<file path="src/inc/vec_pkg.sv">
// vec_pkg: register map, field layout and timing constants of the
// video encoder clock-mask / caption / attribute block.
// assumes a 32-bit Avalon-MM slave port with byte addresses.
//
// Function
// - four aux pattern registers hold 16 bits, shifted one bit per encoder cycle
// - horizontal mask window starts 13-bit count of encoder cycles after hsync
// - aux horizontal mask start counts encoder cycles from hsync start
// - horizontal mask window width is a 13-bit encoder cycle count
// - vertical mask window starts 13-bit line count after vsync
// - vertical mask window height is a 13-bit line count
// - unrefreshed field caption data is replaced by the 7-bit fallback character
// - caption field select: 0 off, 1 odd, 2 even, 3 both
// - odd field sends bits 14-8 first, then bits 6-0
// - even field sends bits 14-8 first, then bits 6-0
// - device adds the parity bit to every caption character
// - attribute byte 0: NTSC word0 B in 5-3, A in 2-0; PAL ignores
// - attribute byte 1: word2/group2 in 7-4, word1/group1 in 3-0
// - NTSC attribute byte 2: CRC in 5-0, insert enable in bit 7
// - PAL attribute byte 2: group4 in 5-3, group3 in 2-0, enable bit 7
// - attribute data inserted only while insert enable bit is one
// - status bit 9 even caption flag, bit 8 odd caption flag
// - status bit 4 field id, bit 1 balance, bit 0 full monitor
// - mask control on gates output clock to window; off passes it unmasked
// - internal mode: aux patterns and aux start form internal clock pattern

package vec_pkg;

    // ------------------------------------------------------------
    // register offsets (byte addresses)
    // ------------------------------------------------------------
    localparam logic [6:0] OFS_AUX_PTN_0 = 7'h00;
    localparam logic [6:0] OFS_AUX_PTN_1 = 7'h04;
    localparam logic [6:0] OFS_AUX_PTN_2 = 7'h08;
    localparam logic [6:0] OFS_AUX_PTN_3 = 7'h0C;
    localparam logic [6:0] OFS_HORIZ_MASK_START = 7'h10;
    localparam logic [6:0] OFS_HORIZ_AUX_MASK_START = 7'h14;
    localparam logic [6:0] OFS_HORIZ_MASK_RANGE = 7'h18;
    localparam logic [6:0] OFS_VERT_MASK_START = 7'h1C;
    localparam logic [6:0] OFS_VERT_MASK_RANGE = 7'h20;
    localparam logic [6:0] OFS_CAPTION_CONTROL = 7'h24;
    localparam logic [6:0] OFS_CAPTION_ODD = 7'h28;
    localparam logic [6:0] OFS_CAPTION_EVEN = 7'h2C;
    localparam logic [6:0] OFS_ATTR_0 = 7'h30;
    localparam logic [6:0] OFS_ATTR_1 = 7'h34;
    localparam logic [6:0] OFS_ATTR_2 = 7'h38;
    localparam logic [6:0] OFS_VIDEO_STATUS = 7'h3C;
    localparam logic [6:0] OFS_CLOCK_CONTROL = 7'h40;

    // ------------------------------------------------------------
    // field positions
    // ------------------------------------------------------------
    localparam int POS_INT_MODE = 15;
    localparam int POS_MASK_EN = 10;
    localparam int POS_PAL_MODE = 0;
    localparam int POS_CHAR_HI = 8;
    localparam int POS_ATTR_EN = 7;
    localparam int POS_EVEN_FLAG = 9;
    localparam int POS_ODD_FLAG = 8;
    localparam int POS_FIELD_ID = 4;
    localparam int POS_BALANCE = 1;
    localparam int POS_FULL = 0;

    // ------------------------------------------------------------
    // reset values and timing
    // ------------------------------------------------------------
    localparam logic [15:0] RST_PATTERN = 16'h0000;
    localparam logic [12:0] RST_COUNT = 13'h0000;
    localparam logic [7:0] RST_BYTE = 8'h00;
    localparam logic [12:0] COUNT_MAX = 13'h1FFF;
    localparam logic [12:0] CAPTION_LINE = 13'h0015;
    localparam logic [12:0] ATTR_LINE = 13'h0014;

endpackage

</file>
<file path="src/logic/vec_encoder.sv">
// vec_encoder: pixel clock mask windows, aux pattern clock, caption and
// attribute insertion, status word, behind an Avalon-MM slave.
// assumes encoder clock, syncs, field id and display monitors arrive
// asynchronously and are sampled by clock.
`timescale 1ns/1ps
`default_nettype none

module vec_encoder
    import vec_pkg::*;
(
    // system
    input wire logic clock,
    input wire logic sys_rst,
    // avalon-mm slave
    input wire logic [6:0] address,
    input wire logic read,
    input wire logic write,
    input wire logic [3:0] byteenable,
    input wire logic [31:0] writedata,
    output logic [31:0] readdata,
    output logic waitrequest,
    // video timing pins
    input wire logic encoder_clock,
    input wire logic hsync,
    input wire logic vsync,
    input wire logic field_id,
    input wire logic microdisplay_balance,
    input wire logic microdisplay_full,
    // pixel clock outputs
    output logic pixel_clock_out,
    output logic internal_pixel_clock,
    output logic aux_window_active,
    // caption output
    output logic caption_valid,
    output logic caption_even_field,
    output logic [7:0] caption_first_char,
    output logic [7:0] caption_second_char,
    // attribute output
    output logic attribute_valid,
    output logic attribute_pal,
    output logic [19:0] attribute_word
);

    // ------------------------------------------------------------
    // state
    // ------------------------------------------------------------
    typedef struct packed {
        logic [2:0] enc_sync;
        logic [2:0] hs_sync;
        logic [2:0] vs_sync;
        logic [1:0] fid_sync;
        logic [1:0] bal_sync;
        logic [1:0] full_sync;
        logic [63:0] aux_clock_pattern_bits;
        logic [12:0] horiz_window_start;
        logic [12:0] horiz_aux_start;
        logic [12:0] horiz_window_range;
        logic [12:0] vert_window_start;
        logic [12:0] vert_window_range;
        logic clock_mask_enable;
        logic internal_clock_pattern_mode;
        logic pal_mode;
        logic [6:0] caption_fallback_char;
        logic [1:0] caption_field_select;
        logic [13:0] odd_chars;
        logic [13:0] even_chars;
        logic [7:0] attr0;
        logic [7:0] attr1;
        logic [7:0] attr2;
        logic odd_fresh;
        logic even_fresh;
        logic odd_caption_flag;
        logic even_caption_flag;
        logic [12:0] hcount;
        logic [12:0] lcount;
        logic [5:0] ptn_ptr;
        logic ptn_run;
        logic pix_out;
        logic int_clk;
        logic aux_win;
        logic cap_valid;
        logic cap_even;
        logic [7:0] cap_c0;
        logic [7:0] cap_c1;
        logic atr_valid;
        logic [19:0] atr_word;
        logic ack;
        logic [31:0] rdata;
    } vec_state_t;

    vec_state_t st;
    vec_state_t next_st;

    // ------------------------------------------------------------
    // helpers
    // ------------------------------------------------------------
    function automatic logic [15:0] vec_merge16(input logic [15:0] old,
                                                input logic [31:0] wd,
                                                input logic [3:0] be);
        logic [15:0] res;
        res = old;
        if (be[0])
        begin
            res[7:0] = wd[7:0];
        end
        if (be[1])
        begin
            res[15:8] = wd[15:8];
        end
        return res;
    endfunction

    function automatic logic [7:0] vec_parity(input logic [6:0] ch);
        return {~(^ch), ch};
    endfunction

    function automatic logic vec_in_range(input logic [12:0] pos,
                                          input logic [12:0] start,
                                          input logic [12:0] range);
        logic [13:0] stop;
        stop = {1'b0, start} + {1'b0, range};
        return (pos >= start) && ({1'b0, pos} < stop);
    endfunction

    // ------------------------------------------------------------
    // combinational next state
    // ------------------------------------------------------------
    logic enc_tick;
    logic hs_rise;
    logic vs_rise;
    logic req;
    logic wr_fire;
    logic rd_take;
    logic in_window;
    logic cap_slot;
    logic cap_send;
    logic cur_even;
    logic [15:0] wmerged;

    always_comb
    begin
        next_st = st;
        enc_tick = st.enc_sync[1] & ~st.enc_sync[2];
        hs_rise = st.hs_sync[1] & ~st.hs_sync[2];
        vs_rise = st.vs_sync[1] & ~st.vs_sync[2];
        req = read | write;
        wr_fire = write & st.ack;
        rd_take = read & ~st.ack;
        cur_even = st.fid_sync[1];
        wmerged = 16'h0000;

        // synchronisers
        next_st.enc_sync = {st.enc_sync[1:0], encoder_clock};
        next_st.hs_sync = {st.hs_sync[1:0], hsync};
        next_st.vs_sync = {st.vs_sync[1:0], vsync};
        next_st.fid_sync = {st.fid_sync[0], field_id};
        next_st.bal_sync = {st.bal_sync[0], microdisplay_balance};
        next_st.full_sync = {st.full_sync[0], microdisplay_full};

        // position counters
        if (hs_rise)
        begin
            next_st.hcount = RST_COUNT;
        end
        else if (enc_tick && st.hcount != COUNT_MAX)
        begin
            next_st.hcount = st.hcount + 13'h0001;
        end
        if (vs_rise)
        begin
            next_st.lcount = RST_COUNT;
        end
        else if (hs_rise && st.lcount != COUNT_MAX)
        begin
            next_st.lcount = st.lcount + 13'h0001;
        end

        // mask windows
        in_window = vec_in_range(st.hcount, st.horiz_window_start,
                                 st.horiz_window_range)
                    && vec_in_range(st.lcount, st.vert_window_start,
                                    st.vert_window_range);
        next_st.aux_win = vec_in_range(st.hcount, st.horiz_aux_start,
                                       st.horiz_window_range)
                          && vec_in_range(st.lcount, st.vert_window_start,
                                          st.vert_window_range);
        next_st.pix_out = st.enc_sync[2] & (~st.clock_mask_enable | in_window);

        // aux pattern shifter
        if (hs_rise)
        begin
            next_st.ptn_run = 1'b0;
            next_st.ptn_ptr = 6'h00;
        end
        else if (enc_tick)
        begin
            if (st.ptn_run)
            begin
                next_st.ptn_ptr = st.ptn_ptr + 6'h01;
            end
            else if (st.hcount == st.horiz_aux_start)
            begin
                next_st.ptn_run = 1'b1;
            end
        end
        if (st.internal_clock_pattern_mode)
        begin
            next_st.int_clk = st.ptn_run & st.aux_clock_pattern_bits[st.ptn_ptr];
        end
        else
        begin
            next_st.int_clk = st.enc_sync[2];
        end

        // caption slot
        cap_slot = hs_rise && (st.lcount == CAPTION_LINE);
        cap_send = cap_slot && (cur_even ? st.caption_field_select[1]
                                         : st.caption_field_select[0]);
        next_st.cap_valid = cap_send;
        if (cap_send)
        begin
            next_st.cap_even = cur_even;
            if (cur_even)
            begin
                if (st.even_fresh)
                begin
                    next_st.cap_c0 = vec_parity(st.even_chars[13:7]);
                    next_st.cap_c1 = vec_parity(st.even_chars[6:0]);
                end
                else
                begin
                    next_st.cap_c0 = vec_parity(st.caption_fallback_char);
                    next_st.cap_c1 = vec_parity(st.caption_fallback_char);
                end
                next_st.even_fresh = 1'b0;
                next_st.even_caption_flag = 1'b1;
            end
            else
            begin
                if (st.odd_fresh)
                begin
                    next_st.cap_c0 = vec_parity(st.odd_chars[13:7]);
                    next_st.cap_c1 = vec_parity(st.odd_chars[6:0]);
                end
                else
                begin
                    next_st.cap_c0 = vec_parity(st.caption_fallback_char);
                    next_st.cap_c1 = vec_parity(st.caption_fallback_char);
                end
                next_st.odd_fresh = 1'b0;
                next_st.odd_caption_flag = 1'b1;
            end
        end

        // attribute slot
        next_st.atr_valid = hs_rise && (st.lcount == ATTR_LINE)
                            && st.attr2[POS_ATTR_EN];
        if (st.pal_mode)
        begin
            next_st.atr_word = {6'h00, st.attr2[5:3], st.attr2[2:0],
                                st.attr1[7:4], st.attr1[3:0]};
        end
        else
        begin
            next_st.atr_word = {st.attr2[5:0], st.attr1[7:4], st.attr1[3:0],
                                st.attr0[5:3], st.attr0[2:0]};
        end

        // bus handshake
        next_st.ack = req & ~st.ack;
        if (rd_take)
        begin
            unique case (address)
                OFS_AUX_PTN_0: next_st.rdata = {16'h0000, st.aux_clock_pattern_bits[15:0]};
                OFS_AUX_PTN_1: next_st.rdata = {16'h0000, st.aux_clock_pattern_bits[31:16]};
                OFS_AUX_PTN_2: next_st.rdata = {16'h0000, st.aux_clock_pattern_bits[47:32]};
                OFS_AUX_PTN_3: next_st.rdata = {16'h0000, st.aux_clock_pattern_bits[63:48]};
                OFS_HORIZ_MASK_START: next_st.rdata = {19'h0_0000, st.horiz_window_start};
                OFS_HORIZ_AUX_MASK_START: next_st.rdata = {19'h0_0000, st.horiz_aux_start};
                OFS_HORIZ_MASK_RANGE: next_st.rdata = {19'h0_0000, st.horiz_window_range};
                OFS_VERT_MASK_START: next_st.rdata = {19'h0_0000, st.vert_window_start};
                OFS_VERT_MASK_RANGE: next_st.rdata = {19'h0_0000, st.vert_window_range};
                OFS_CAPTION_CONTROL: next_st.rdata = {17'h0_0000, st.caption_fallback_char,
                                                      6'h00, st.caption_field_select};
                OFS_CAPTION_ODD: next_st.rdata = {17'h0_0000, st.odd_chars[13:7], 1'b0,
                                                  st.odd_chars[6:0]};
                OFS_CAPTION_EVEN: next_st.rdata = {17'h0_0000, st.even_chars[13:7], 1'b0,
                                                   st.even_chars[6:0]};
                OFS_ATTR_0: next_st.rdata = {24'h00_0000, st.attr0};
                OFS_ATTR_1: next_st.rdata = {24'h00_0000, st.attr1};
                OFS_ATTR_2: next_st.rdata = {24'h00_0000, st.attr2[7], 1'b0, st.attr2[5:0]};
                OFS_VIDEO_STATUS: next_st.rdata = {22'h00_0000, st.even_caption_flag,
                                                   st.odd_caption_flag, 3'h0,
                                                   st.fid_sync[1], 2'h0, st.bal_sync[1],
                                                   st.full_sync[1]};
                OFS_CLOCK_CONTROL: next_st.rdata = {16'h0000, st.internal_clock_pattern_mode,
                                                    4'h0, st.clock_mask_enable, 9'h000,
                                                    st.pal_mode};
                default: next_st.rdata = 32'h0000_0000;
            endcase
        end

        // register writes, taken on the edge after waitrequest falls, while it is low
        if (wr_fire)
        begin
            unique case (address)
                OFS_AUX_PTN_0:
                begin
                    next_st.aux_clock_pattern_bits[15:0] = vec_merge16(
                        st.aux_clock_pattern_bits[15:0], writedata, byteenable);
                end
                OFS_AUX_PTN_1:
                begin
                    next_st.aux_clock_pattern_bits[31:16] = vec_merge16(
                        st.aux_clock_pattern_bits[31:16], writedata, byteenable);
                end
                OFS_AUX_PTN_2:
                begin
                    next_st.aux_clock_pattern_bits[47:32] = vec_merge16(
                        st.aux_clock_pattern_bits[47:32], writedata, byteenable);
                end
                OFS_AUX_PTN_3:
                begin
                    next_st.aux_clock_pattern_bits[63:48] = vec_merge16(
                        st.aux_clock_pattern_bits[63:48], writedata, byteenable);
                end
                OFS_HORIZ_MASK_START:
                begin
                    wmerged = vec_merge16({3'h0, st.horiz_window_start}, writedata, byteenable);
                    next_st.horiz_window_start = wmerged[12:0];
                end
                OFS_HORIZ_AUX_MASK_START:
                begin
                    wmerged = vec_merge16({3'h0, st.horiz_aux_start}, writedata, byteenable);
                    next_st.horiz_aux_start = wmerged[12:0];
                end
                OFS_HORIZ_MASK_RANGE:
                begin
                    wmerged = vec_merge16({3'h0, st.horiz_window_range}, writedata, byteenable);
                    next_st.horiz_window_range = wmerged[12:0];
                end
                OFS_VERT_MASK_START:
                begin
                    wmerged = vec_merge16({3'h0, st.vert_window_start}, writedata, byteenable);
                    next_st.vert_window_start = wmerged[12:0];
                end
                OFS_VERT_MASK_RANGE:
                begin
                    wmerged = vec_merge16({3'h0, st.vert_window_range}, writedata, byteenable);
                    next_st.vert_window_range = wmerged[12:0];
                end
                OFS_CAPTION_CONTROL:
                begin
                    wmerged = vec_merge16({1'b0, st.caption_fallback_char, 6'h00,
                                           st.caption_field_select}, writedata, byteenable);
                    next_st.caption_fallback_char = wmerged[14:8];
                    next_st.caption_field_select = wmerged[1:0];
                end
                OFS_CAPTION_ODD:
                begin
                    wmerged = vec_merge16({1'b0, st.odd_chars[13:7], 1'b0, st.odd_chars[6:0]},
                                          writedata, byteenable);
                    next_st.odd_chars = {wmerged[14:8], wmerged[6:0]};
                    next_st.odd_fresh = 1'b1;
                    next_st.odd_caption_flag = cap_send & ~cur_even;
                end
                OFS_CAPTION_EVEN:
                begin
                    wmerged = vec_merge16({1'b0, st.even_chars[13:7], 1'b0, st.even_chars[6:0]},
                                          writedata, byteenable);
                    next_st.even_chars = {wmerged[14:8], wmerged[6:0]};
                    next_st.even_fresh = 1'b1;
                    next_st.even_caption_flag = cap_send & cur_even;
                end
                OFS_ATTR_0:
                begin
                    if (byteenable[0])
                    begin
                        next_st.attr0 = writedata[7:0];
                    end
                end
                OFS_ATTR_1:
                begin
                    if (byteenable[0])
                    begin
                        next_st.attr1 = writedata[7:0];
                    end
                end
                OFS_ATTR_2:
                begin
                    if (byteenable[0])
                    begin
                        next_st.attr2 = {writedata[7], 1'b0, writedata[5:0]};
                    end
                end
                OFS_CLOCK_CONTROL:
                begin
                    wmerged = vec_merge16({st.internal_clock_pattern_mode, 4'h0,
                                           st.clock_mask_enable, 9'h000, st.pal_mode},
                                          writedata, byteenable);
                    next_st.internal_clock_pattern_mode = wmerged[POS_INT_MODE];
                    next_st.clock_mask_enable = wmerged[POS_MASK_EN];
                    next_st.pal_mode = wmerged[POS_PAL_MODE];
                end
                default:
                begin
                    wmerged = 16'h0000;
                end
            endcase
        end

        if (sys_rst)
        begin
            next_st = '0;
        end
    end

    // ------------------------------------------------------------
    // registers
    // ------------------------------------------------------------
    always_ff @(posedge clock)
    begin
        st <= next_st;
    end

    // ------------------------------------------------------------
    // outputs
    // ------------------------------------------------------------
    assign waitrequest = (read | write) & ~st.ack;
    assign readdata = st.rdata;
    assign pixel_clock_out = st.pix_out;
    assign internal_pixel_clock = st.int_clk;
    assign aux_window_active = st.aux_win;
    assign caption_valid = st.cap_valid;
    assign caption_even_field = st.cap_even;
    assign caption_first_char = st.cap_c0;
    assign caption_second_char = st.cap_c1;
    assign attribute_valid = st.atr_valid;
    assign attribute_pal = st.pal_mode;
    assign attribute_word = st.atr_word;

endmodule

`default_nettype wire

</file>
<file path="config.mk">
export PLATFORM = sky130hd
export DESIGN_NAME = vec_encoder
export DESIGN_NICKNAME = d
export VERILOG_FILES = /design/src/inc/vec_pkg.sv /design/src/logic/vec_encoder.sv
export SDC_FILE = /design/constraint.sdc
export NUM_CORES = 1
export LEC_CHECK = 0
export BUFFER_PORTS_ARGS = -buffer_cell sky130_fd_sc_hd__buf_2
export CAP_MARGIN = 20
export CORE_MARGIN = 2
export CORE_UTILIZATION = 30
export DETAILED_ROUTE_END_ITERATION = 16
export PLACE_DENSITY_LB_ADDON = 0.3
export RECOVER_POWER = 25
export REMOVE_ABC_BUFFERS = 1
export SLEW_MARGIN = 20
export SYNTH_ARGS = -nofsm -noshare
export SYNTH_HDL_FRONTEND = slang
export SYNTH_SLANG_ARGS = --single-unit
</file>
<file path="constraint.sdc">
create_clock -name clock -period 3.8 [get_ports clock]
set_input_delay 1.14 -clock clock [delete_from_list [all_inputs] [get_ports clock]]
set_output_delay 1.14 -clock clock [all_outputs]
set_load 0.05 [all_outputs]
</file>
# After elaboration in Yosys (flattened, before gate mapping)
# Cells that the tools add are included.
# word_totals
reg_bits	319
memories	0
output_inout_bits	76
latch_bits	0
wordCells	184
ramBits	0
rom_bits	0
input_bits	53
# classes
reduce_logical	50
shifts	0
div	0
n_addsub	6
mul	0
n_mux	21
bitwise_logic	23
eq_ne	21
n_lt_le_gt_ge	7
# ops
op	count
16-bit one-hot mux with 17 select lines	1
3-bit AND reduction	29
7-bit by 6-bit equality test with 1-bit output, second input constant	8
16-bit two-way mux	3
13-bit by 13-bit adder with 14-bit output	3
13-bit by 14-bit < comparator with 1-bit output	3
13-bit >= comparator	3
7-bit parity	5
7-bit by 5-bit equality test with 1-bit output, second input constant	4
13-bit by 1-bit adder with 13-bit output, second input constant	2
13-bit by 5-bit equality test with 1-bit output, second input constant	2
13-bit != test, second input constant	2
7-bit by 4-bit equality test with 1-bit output, second input constant	2
14-bit two-way mux	1
13-bit equality test	1
1-bit two-way mux	13
1-bit logical AND	11
1-bit NOT	11
1-bit AND	10
4-bit two-way mux	2
7-bit by 3-bit equality test with 1-bit output, second input constant	1
7-bit equality test, second input constant	1
7-bit zero test	1
6-bit by 7-bit < comparator with 1-bit output, second input constant	1
5 further kinds	8

# Longest topological paths before layout
# Gate-level depths: netlist of run 1.
# depth
ltp_word	7
ltp_mapped	18

# Least setup slack after synthesis of run 1
# No wires, ideal clock.
# synth_timing
path_kind	register -> register
start	reg st[202] (netlist name)
end	reg st (netlist bit pixel_clock_out)
required_time_ns	3.708
t_arrival_ns	3.225
path_buffers	0
stages_incl_launch_ff	18
setup_slack_ns	0.483
setup_ns	0.092
cell_sequence	dfxtp_1 ha_1 fa_1 a21o_1 a21oi_1 o21bai_1 nor3_1 nor2_1 a21oi_1 xor2_1 ha_1 a21oi_1 nor2b_1 a2111oi_0 o21ai_0 a21oi_1 a211oi_1 o32ai_1
# synth_between
elab_chain_len	6
# synth_lines
item	line_no	source
from (decl)	vec_encoder.sv:91	vec_state_t st;
from (signal assigned)	vec_encoder.sv:423	st <= next_st;
13-bit by 13-bit adder with 14-bit output	vec_encoder.sv:121	stop = {1'b0, start} + {1'b0, range};
13-bit by 14-bit < comparator with 1-bit output	vec_encoder.sv:122	return (pos >= start) && ({1'b0, pos} < stop);
1-bit logical AND	vec_encoder.sv:122	
1-bit logical AND	vec_encoder.sv:181	&& vec_in_range(st.lcount, st.vert_window_start,
1-bit OR	vec_encoder.sv:187	next_st.pix_out = st.enc_sync[2] & (~st.clock_mask_enable | in_window);
1-bit AND	vec_encoder.sv:187	
# No other way between the ends.
# A chain may end at the register's enable or synchronous reset.

# Worst setup path after layout of run 1
# layout_timing
start	reg st[203] (netlist name)
end	reg st (netlist bit pixel_clock_out)
# The elaborated chain is that of the path after synthesis.

==> impl_metrics.ini, run 1 <==
[critical_path]
path_class = reg -> reg
cp_slowest_cell = fa_1
max_stage_delay_ns = 0.44
critPathArrivalTime_ns = 4.03
crit_chain = buf_4 -> fa_1 -> a21o_1 -> a21oi_2 -> o21bai_1 -> nor3_2 -> nor2_1 -> a21oi_2 -> xor2_1 -> ha_1 -> a21oi_2 -> nor2b_1 -> a2111oi_1 -> o21ai_1 -> a21oi_1 -> a211oi_1 -> o32ai_1
required_ns = 4.24
cp-start-kind = register
critPathCaptureType = register
cpMostUsedCell = a21oi_2
crit_fanout = 4

[layout]
nets = 2382
ff_latch_area_mm2 = 0.00607
multiInputGateArea_mm2 = 0.0104
layout-drive-gt1-share_pct = 13.1
area_growth_pct = 14.5
fillers = 6037

[clock_network]
htreeDepth = 2
clkTransAtPathRegs_ns = 0.06
cts_sinks = 303
clockBufferDepth = 3
cts_inserted_buffers = 38
worstSkewPairLatency_ns = 0.58
hold_buffers = 0
cts_tree = built
root_buffer = clkbuf_16

[synth]
synth_area_per_cell_um2 = 8.16
seq_area_frac_synth_pct = 34.6
yosys.area.top_type_share_pct = 34.6
ys.flop_type = dfxtp_1
synth_area_leader_cell = dfxtp_1
synth_seq_cells = 303
synth_edf_count = 0
netlist_top_cells_area = dfxtp_1 (35%), ha_1 (8.5%), nand2_1 (7.2%), a21oi_1 (7.1%), mux2i_1 (4.3%)
synth_area_mm2 = 0.0176
syn_inst = 2151
ys_async_sr_fraction_pct = 0
yosysUniqueCellTypes = 70
yosysWarningCount = 0

[sta]
min_period_ns = 3.59
setup_viol = 0
final.setup_skew_ns = 0.0289
worstMarginPinSlew_ns = 1.67
hold_viol_final = 0
fmax_mhz = 278
maxSlewHeadroom_pct = -11.3
period_share_pct = 94.5
setup_tns_ns = 0
maxSlewViolCount = 69

[outcome]
violations = max-capacitance violations, max-slew violations
status = finished, violations left

[power_and_ir_drop]
power_mw = 7.38
power_density_mw_per_mm2 = 367
leakage_nw = 7.38
vdd_drop_max_mv = 0.320

[detailed_routing]
viasPerCell = 5.38
routed_wl_mm = 63.3
drtPass1Iterations = 8
vias = 16200
drt_iter0_markers = 1313
drc_errors = 0
wire_per_inst_um = 21.1
ant_nets = 0

[floorplanning]
die_area_mm2 = 0.0605
start_util_pct = 30.4
fp.dieW_um = 246
core_area_mm2 = 0.0578
fp.dieH_um = 246
rows = 88
ios = 129

[run]
maxCapViolCount = 1

[grt]
grt_max_degree = 98
grt-ovfl-total = 0
grt_first_pass_wirelength_mm = 95.6
antenna_found_initial = 2
grt_pass1_vias = 15500
grt_usage_pct = 20.6

[placement]
place.gp.congestion = 0.951
place_hpwl_mm = 47.0
numPortBuffers = 94

[min_path]
min_path_type = reg -> reg
-- layer usage --
metal	track usage, %	wire, um
met5	0	11
met1	27.4	27700
met2	33.6	29200
met3	2.49	3910
met4	8.72	2550
-- stage by stage --
step                setup slack [ns]  instances  hold WS, ns  utilization, %  area (um2)
global placement             -0.0231       2931        0.418            32.5       18800
floorplan                      0.483       1968        0.414               -       16500
detailed placement           -0.0679       2931        0.433            32.5       18800
CTS                           0.0106       2998        0.449            34.7       20100
finish                         0.207       3000        0.442            34.8       20100
global route                 -0.0111       2999        0.459            34.8       20100
-- report_power, final --
group	switching, mW	internal (mW)	total, mW
registers	0.0209	3.20	3.22
logic	0.347	0.0956	0.443
clock network	1.51	2.20	3.71
total	1.88	5.50	7.38
-- cell families after synthesis --
group	share of synthesized area, %
flip-flops	34.6
AND/OR/NAND/NOR	20.5
other	0.0214
XOR/XNOR	3.99
multiplexers	6.91
adder cells (fa/ha/maj)	8.83
buffers and inverters	7.27
AO/OA/AOI/OAI	18.0
-- layout make-up --
class                      count  area share (%)
antenna                        1          0.0125
clock buffer                  55            5.40
clock inverter                12           0.859
inverter                      53           0.990
multi-input combinational   1612            51.5
sequential                   303            30.2
tap                          765            4.76
timing repair buffer         199            6.26
-- synthesized netlist by cell type, types with 9 or more instances --
| library cell | count |
|---|---|
| buf_4 | 73 |
| a22o_1 | 11 |
| a22oi_1 | 26 |
| a21o_1 | 20 |
| nor3_1 | 21 |
| a211oi_1 | 20 |
| nand2b_1 | 26 |
| buf_2 | 28 |
| ha_1 | 119 |
| xor2_1 | 35 |
| nand2_1 | 336 |
| nand4_1 | 19 |
| nor2b_1 | 39 |
| dfxtp_1 | 303 |
| o211ai_1 | 30 |
| nor2_1 | 157 |
| or3_1 | 9 |
| and2_1 | 11 |
| mux2i_1 | 75 |
| xnor2_1 | 45 |
| inv_1 | 53 |
| o22ai_1 | 9 |
| mux4_2 | 20 |
| o21a_1 | 9 |
| a221oi_1 | 11 |
| clkbuf_1 | 85 |
| o21ai_0 | 68 |
| and3_1 | 12 |
| nand3_1 | 114 |
| a21oi_1 | 248 |
-- worst max-delay path: cells and delay by family (launching register included) --
family                   cells  cell delay, ns
AND/OR/NAND/NOR              3            0.36
XOR/XNOR                     1            0.17
flip-flops                   1            0.34
adder cells (fa/ha/maj)      2            0.71
AO/OA/AOI/OAI               10            1.74
buffers and inverters        1            0.16
-- placed cells by master (no fill, tap or decap), drive strengths merged, types with 40 or more instances in the layout --
cell | netlist | layout
nand2 | 337 | 337
nor2 | 163 | 163
nand3 | 116 | 116
inv | 53 | 55
ha | 119 | 119
nor2b | 40 | 40
a21oi | 248 | 248
o21ai | 68 | 68
dfxtp | 303 | 303
mux2i | 75 | 75
xnor2 | 45 | 45
clkbuf | 87 | 83
buf | 111 | 171
-- state kept, by name, summed over array words and instances (netlist names) --
register and cells:
attribute_pal 1, attribute_valid 1, attribute_word 20, aux_window_active 1
caption_even_field 1, caption_first_char 8, caption_second_char 8, caption_valid 1
cur_even 1, internal_pixel_clock 1, pixel_clock_out 1, readdata 16
st 243
-- path summary, 6_finish.rpt --
check / endpoint / slack [ns] / start / cells after the start
hold reg to reg: st[315] / 0.44 / st[314] / 1
setup reg to reg: pixel_clock_out / 0.21 / st[203] / 17
hold / removal: st[315] / 0.44 / st[314] / 1
setup / recovery: pixel_clock_out / 0.21 / st[203] / 17
-- what timing repair did --
action                     CTS  global route
setup endpoints to repair    2             2
setup buffers                0             1
resized for setup            2            23
pin swaps                    1             8
Note: power is estimated with default switching activity, not from simulation.
==> run 2, diff against run 1 <==
clock period = 3.1 ns   (was 3.8 ns; I/O delays follow)
==> run 2 against run 1 <==
Net effect:
- the run ends with negative setup slack left
- clock-buffer cell count fell by 2
- first-iteration DRC count is 8.5% lower
- hold slack lost 0.0038 ns
- highest routed layer is now met4
- critical path depth is 2 lower
- critical endpoint unchanged
- largest cell class unchanged
- utilization up 1.7 points
- maximum frequency grew 4.5%
- register-to-register slack worse by 0.55 ns
- sequential share of layout area decreased by 1.3 points
- sequential cell count unchanged
- non-clock buffer count rose by 107
- via count increased by 2.3%
- sequential power grew 23%
==> impl_metrics.ini, run 2 (synthesis gave the netlist of run 1 again) <==
[outcome]
status = finished, violations left
violations = negative setup slack

[placement]
placed_cells = 3038
numPortBuffers = 94
place_hpwl_mm = 48.8
place.gp.congestion = 0.959
dpl_worst_slack_ns = -0.682

[grt]
grt_max_degree = 62
grt_pass1_vias = 16200
grt_usage_pct = 21.1
grt-ovfl-total = 0
antenna_found_initial = 2
grt_first_pass_wirelength_mm = 98.0

[floorplanning]
core_area_mm2 = 0.0578
ios = 129
die_area_mm2 = 0.0605
start_util_pct = 30.4
rows = 88
fp.dieH_um = 246
fp.dieW_um = 246

[sta]
maxSlewViolCount = 0
hold_viol_final = 0
period_share_pct = 111
setup_viol = 2
final.setup_skew_ns = 0.0194
worst_slack_ns = -0.339
worstMarginPinSlew_ns = 1.47
fmax_mhz = 291
min_period_ns = 3.44
rsz0062_at_grt = true
maxSlewHeadroom_pct = 1.88

[layout]
layout_common_cells = nand2_1 (336), dfxtp_1 (294), a21oi_1 (237)
layout-drive-gt1-share_pct = 18.7
stdcell_count = 3106
largest_reg_flops = 243
area_growth_pct = 20.2
nets = 2489
top_register = st
layout_commonest_cell = nand2_1
diodes = 0

[detailed_routing]
viasPerCell = 5.32
routed_wl_mm = 64.5
wire_per_inst_um = 20.8
drtPass1Iterations = 8
drc_errors = 0
ant_nets = 0
vias = 16500
drt_iter0_markers = 1202

[power_and_ir_drop]
leakage_nw = 7.95
power_density_mw_per_mm2 = 424
vdd_drop_max_mv = 0.337

[clock_network]
clockBufferDepth = 3
cts_tree = built
clkTransAtPathRegs_ns = 0.05
htreeDepth = 2
cts_inserted_buffers = 38
cts_sinks = 303
root_buffer = clkbuf_16
hold_buffers = 0
worstSkewPairLatency_ns = 0.57

[critical_path]
required_ns = 3.56
critPathArrivalTime_ns = 3.90
cp-start-kind = register
cp_slowest_cell = or3_1
max_stage_delay_ns = 0.38
critPathCaptureType = register
path_class = reg -> reg
crit_fanout = 2
crit_chain = ha_1 -> or3_1 -> a311oi_2 -> buf_4 -> o21bai_2 -> o31ai_2 -> xor2_1 -> ha_1 -> a21o_1 -> a21oi_2 -> and3_4 -> a21boi_2 -> a21o_4 -> buf_4 -> o32ai_1

[run]
maxCapViolCount = 0

[min_path]
min_path_type = reg -> reg
run 2: per-stage QoR:
stage	total power, mW	util (%)	setup TNS, ns	instance area (um2)	hold WS, ns
floorplan	4.25	-	-0.383	16500	0.414
global placement	4.59	34.0	-1.41	19700	0.417
detailed placement	4.59	34.0	-1.63	19700	0.428
CTS	9.05	36.4	-0.507	21100	0.444
global route	9.23	36.5	-1.70	21100	0.453
finish	8.95	36.5	-0.579	21100	0.438
run 2: per-layer routing:
metal	global-route usage, %	part of all wire, %	vias to the layer above
li1	-	-	7861
met1	27.7	44	7970
met2	34.7	46	563
met3	2.54	5.6	122
met4	9.34	4.0	0
met5	0	0	-
run 2: power breakdown:
| group | total, mW | internal, mW | switching [mW] |
|---|---|---|---|
| logic | 0.563 | 0.136 | 0.427 |
| clock network | 4.44 | 2.63 | 1.81 |
| registers | 3.95 | 3.92 | 0.0252 |
run 2: worst max-delay path: cells and delay by family, from the launching register on:
family | cells | cell delay, ns
flip-flops | 1 | 0.32
AND/OR/NAND/NOR | 2 | 0.58
adder cells (fa/ha/maj) | 2 | 0.48
XOR/XNOR | 1 | 0.18
buffers and inverters | 2 | 0.31
AO/OA/AOI/OAI | 8 | 1.50
run 2: area by class of cell:
| type | instances | area (um2) |
|---|---|---|
| inverter | 53 | 199 |
| clock inverter | 14 | 141 |
| timing repair buffer | 306 | 2100 |
| multi-input combinational | 1612 | 10500 |
| tap | 765 | 957 |
| fill | 5986 | 36700 |
| clock buffer | 53 | 1090 |
| sequential | 303 | 6080 |
run 2: worst paths after layout:
kind	from	slack [ns]	cells after the start	to
max reg2reg	st[180]	-0.34	15	pixel_clock_out
max	st[180]	-0.34	15	pixel_clock_out
min	st[305]	0.44	1	st[306]
min reg2reg	st[305]	0.44	1	st[306]
run 2: repair_timing:
action | CTS | global route
buffers inserted | 0 | 1
resized for setup | 51 | 18
endpoints found under the setup margin | 2 | 2
pin swaps | 27 | 13
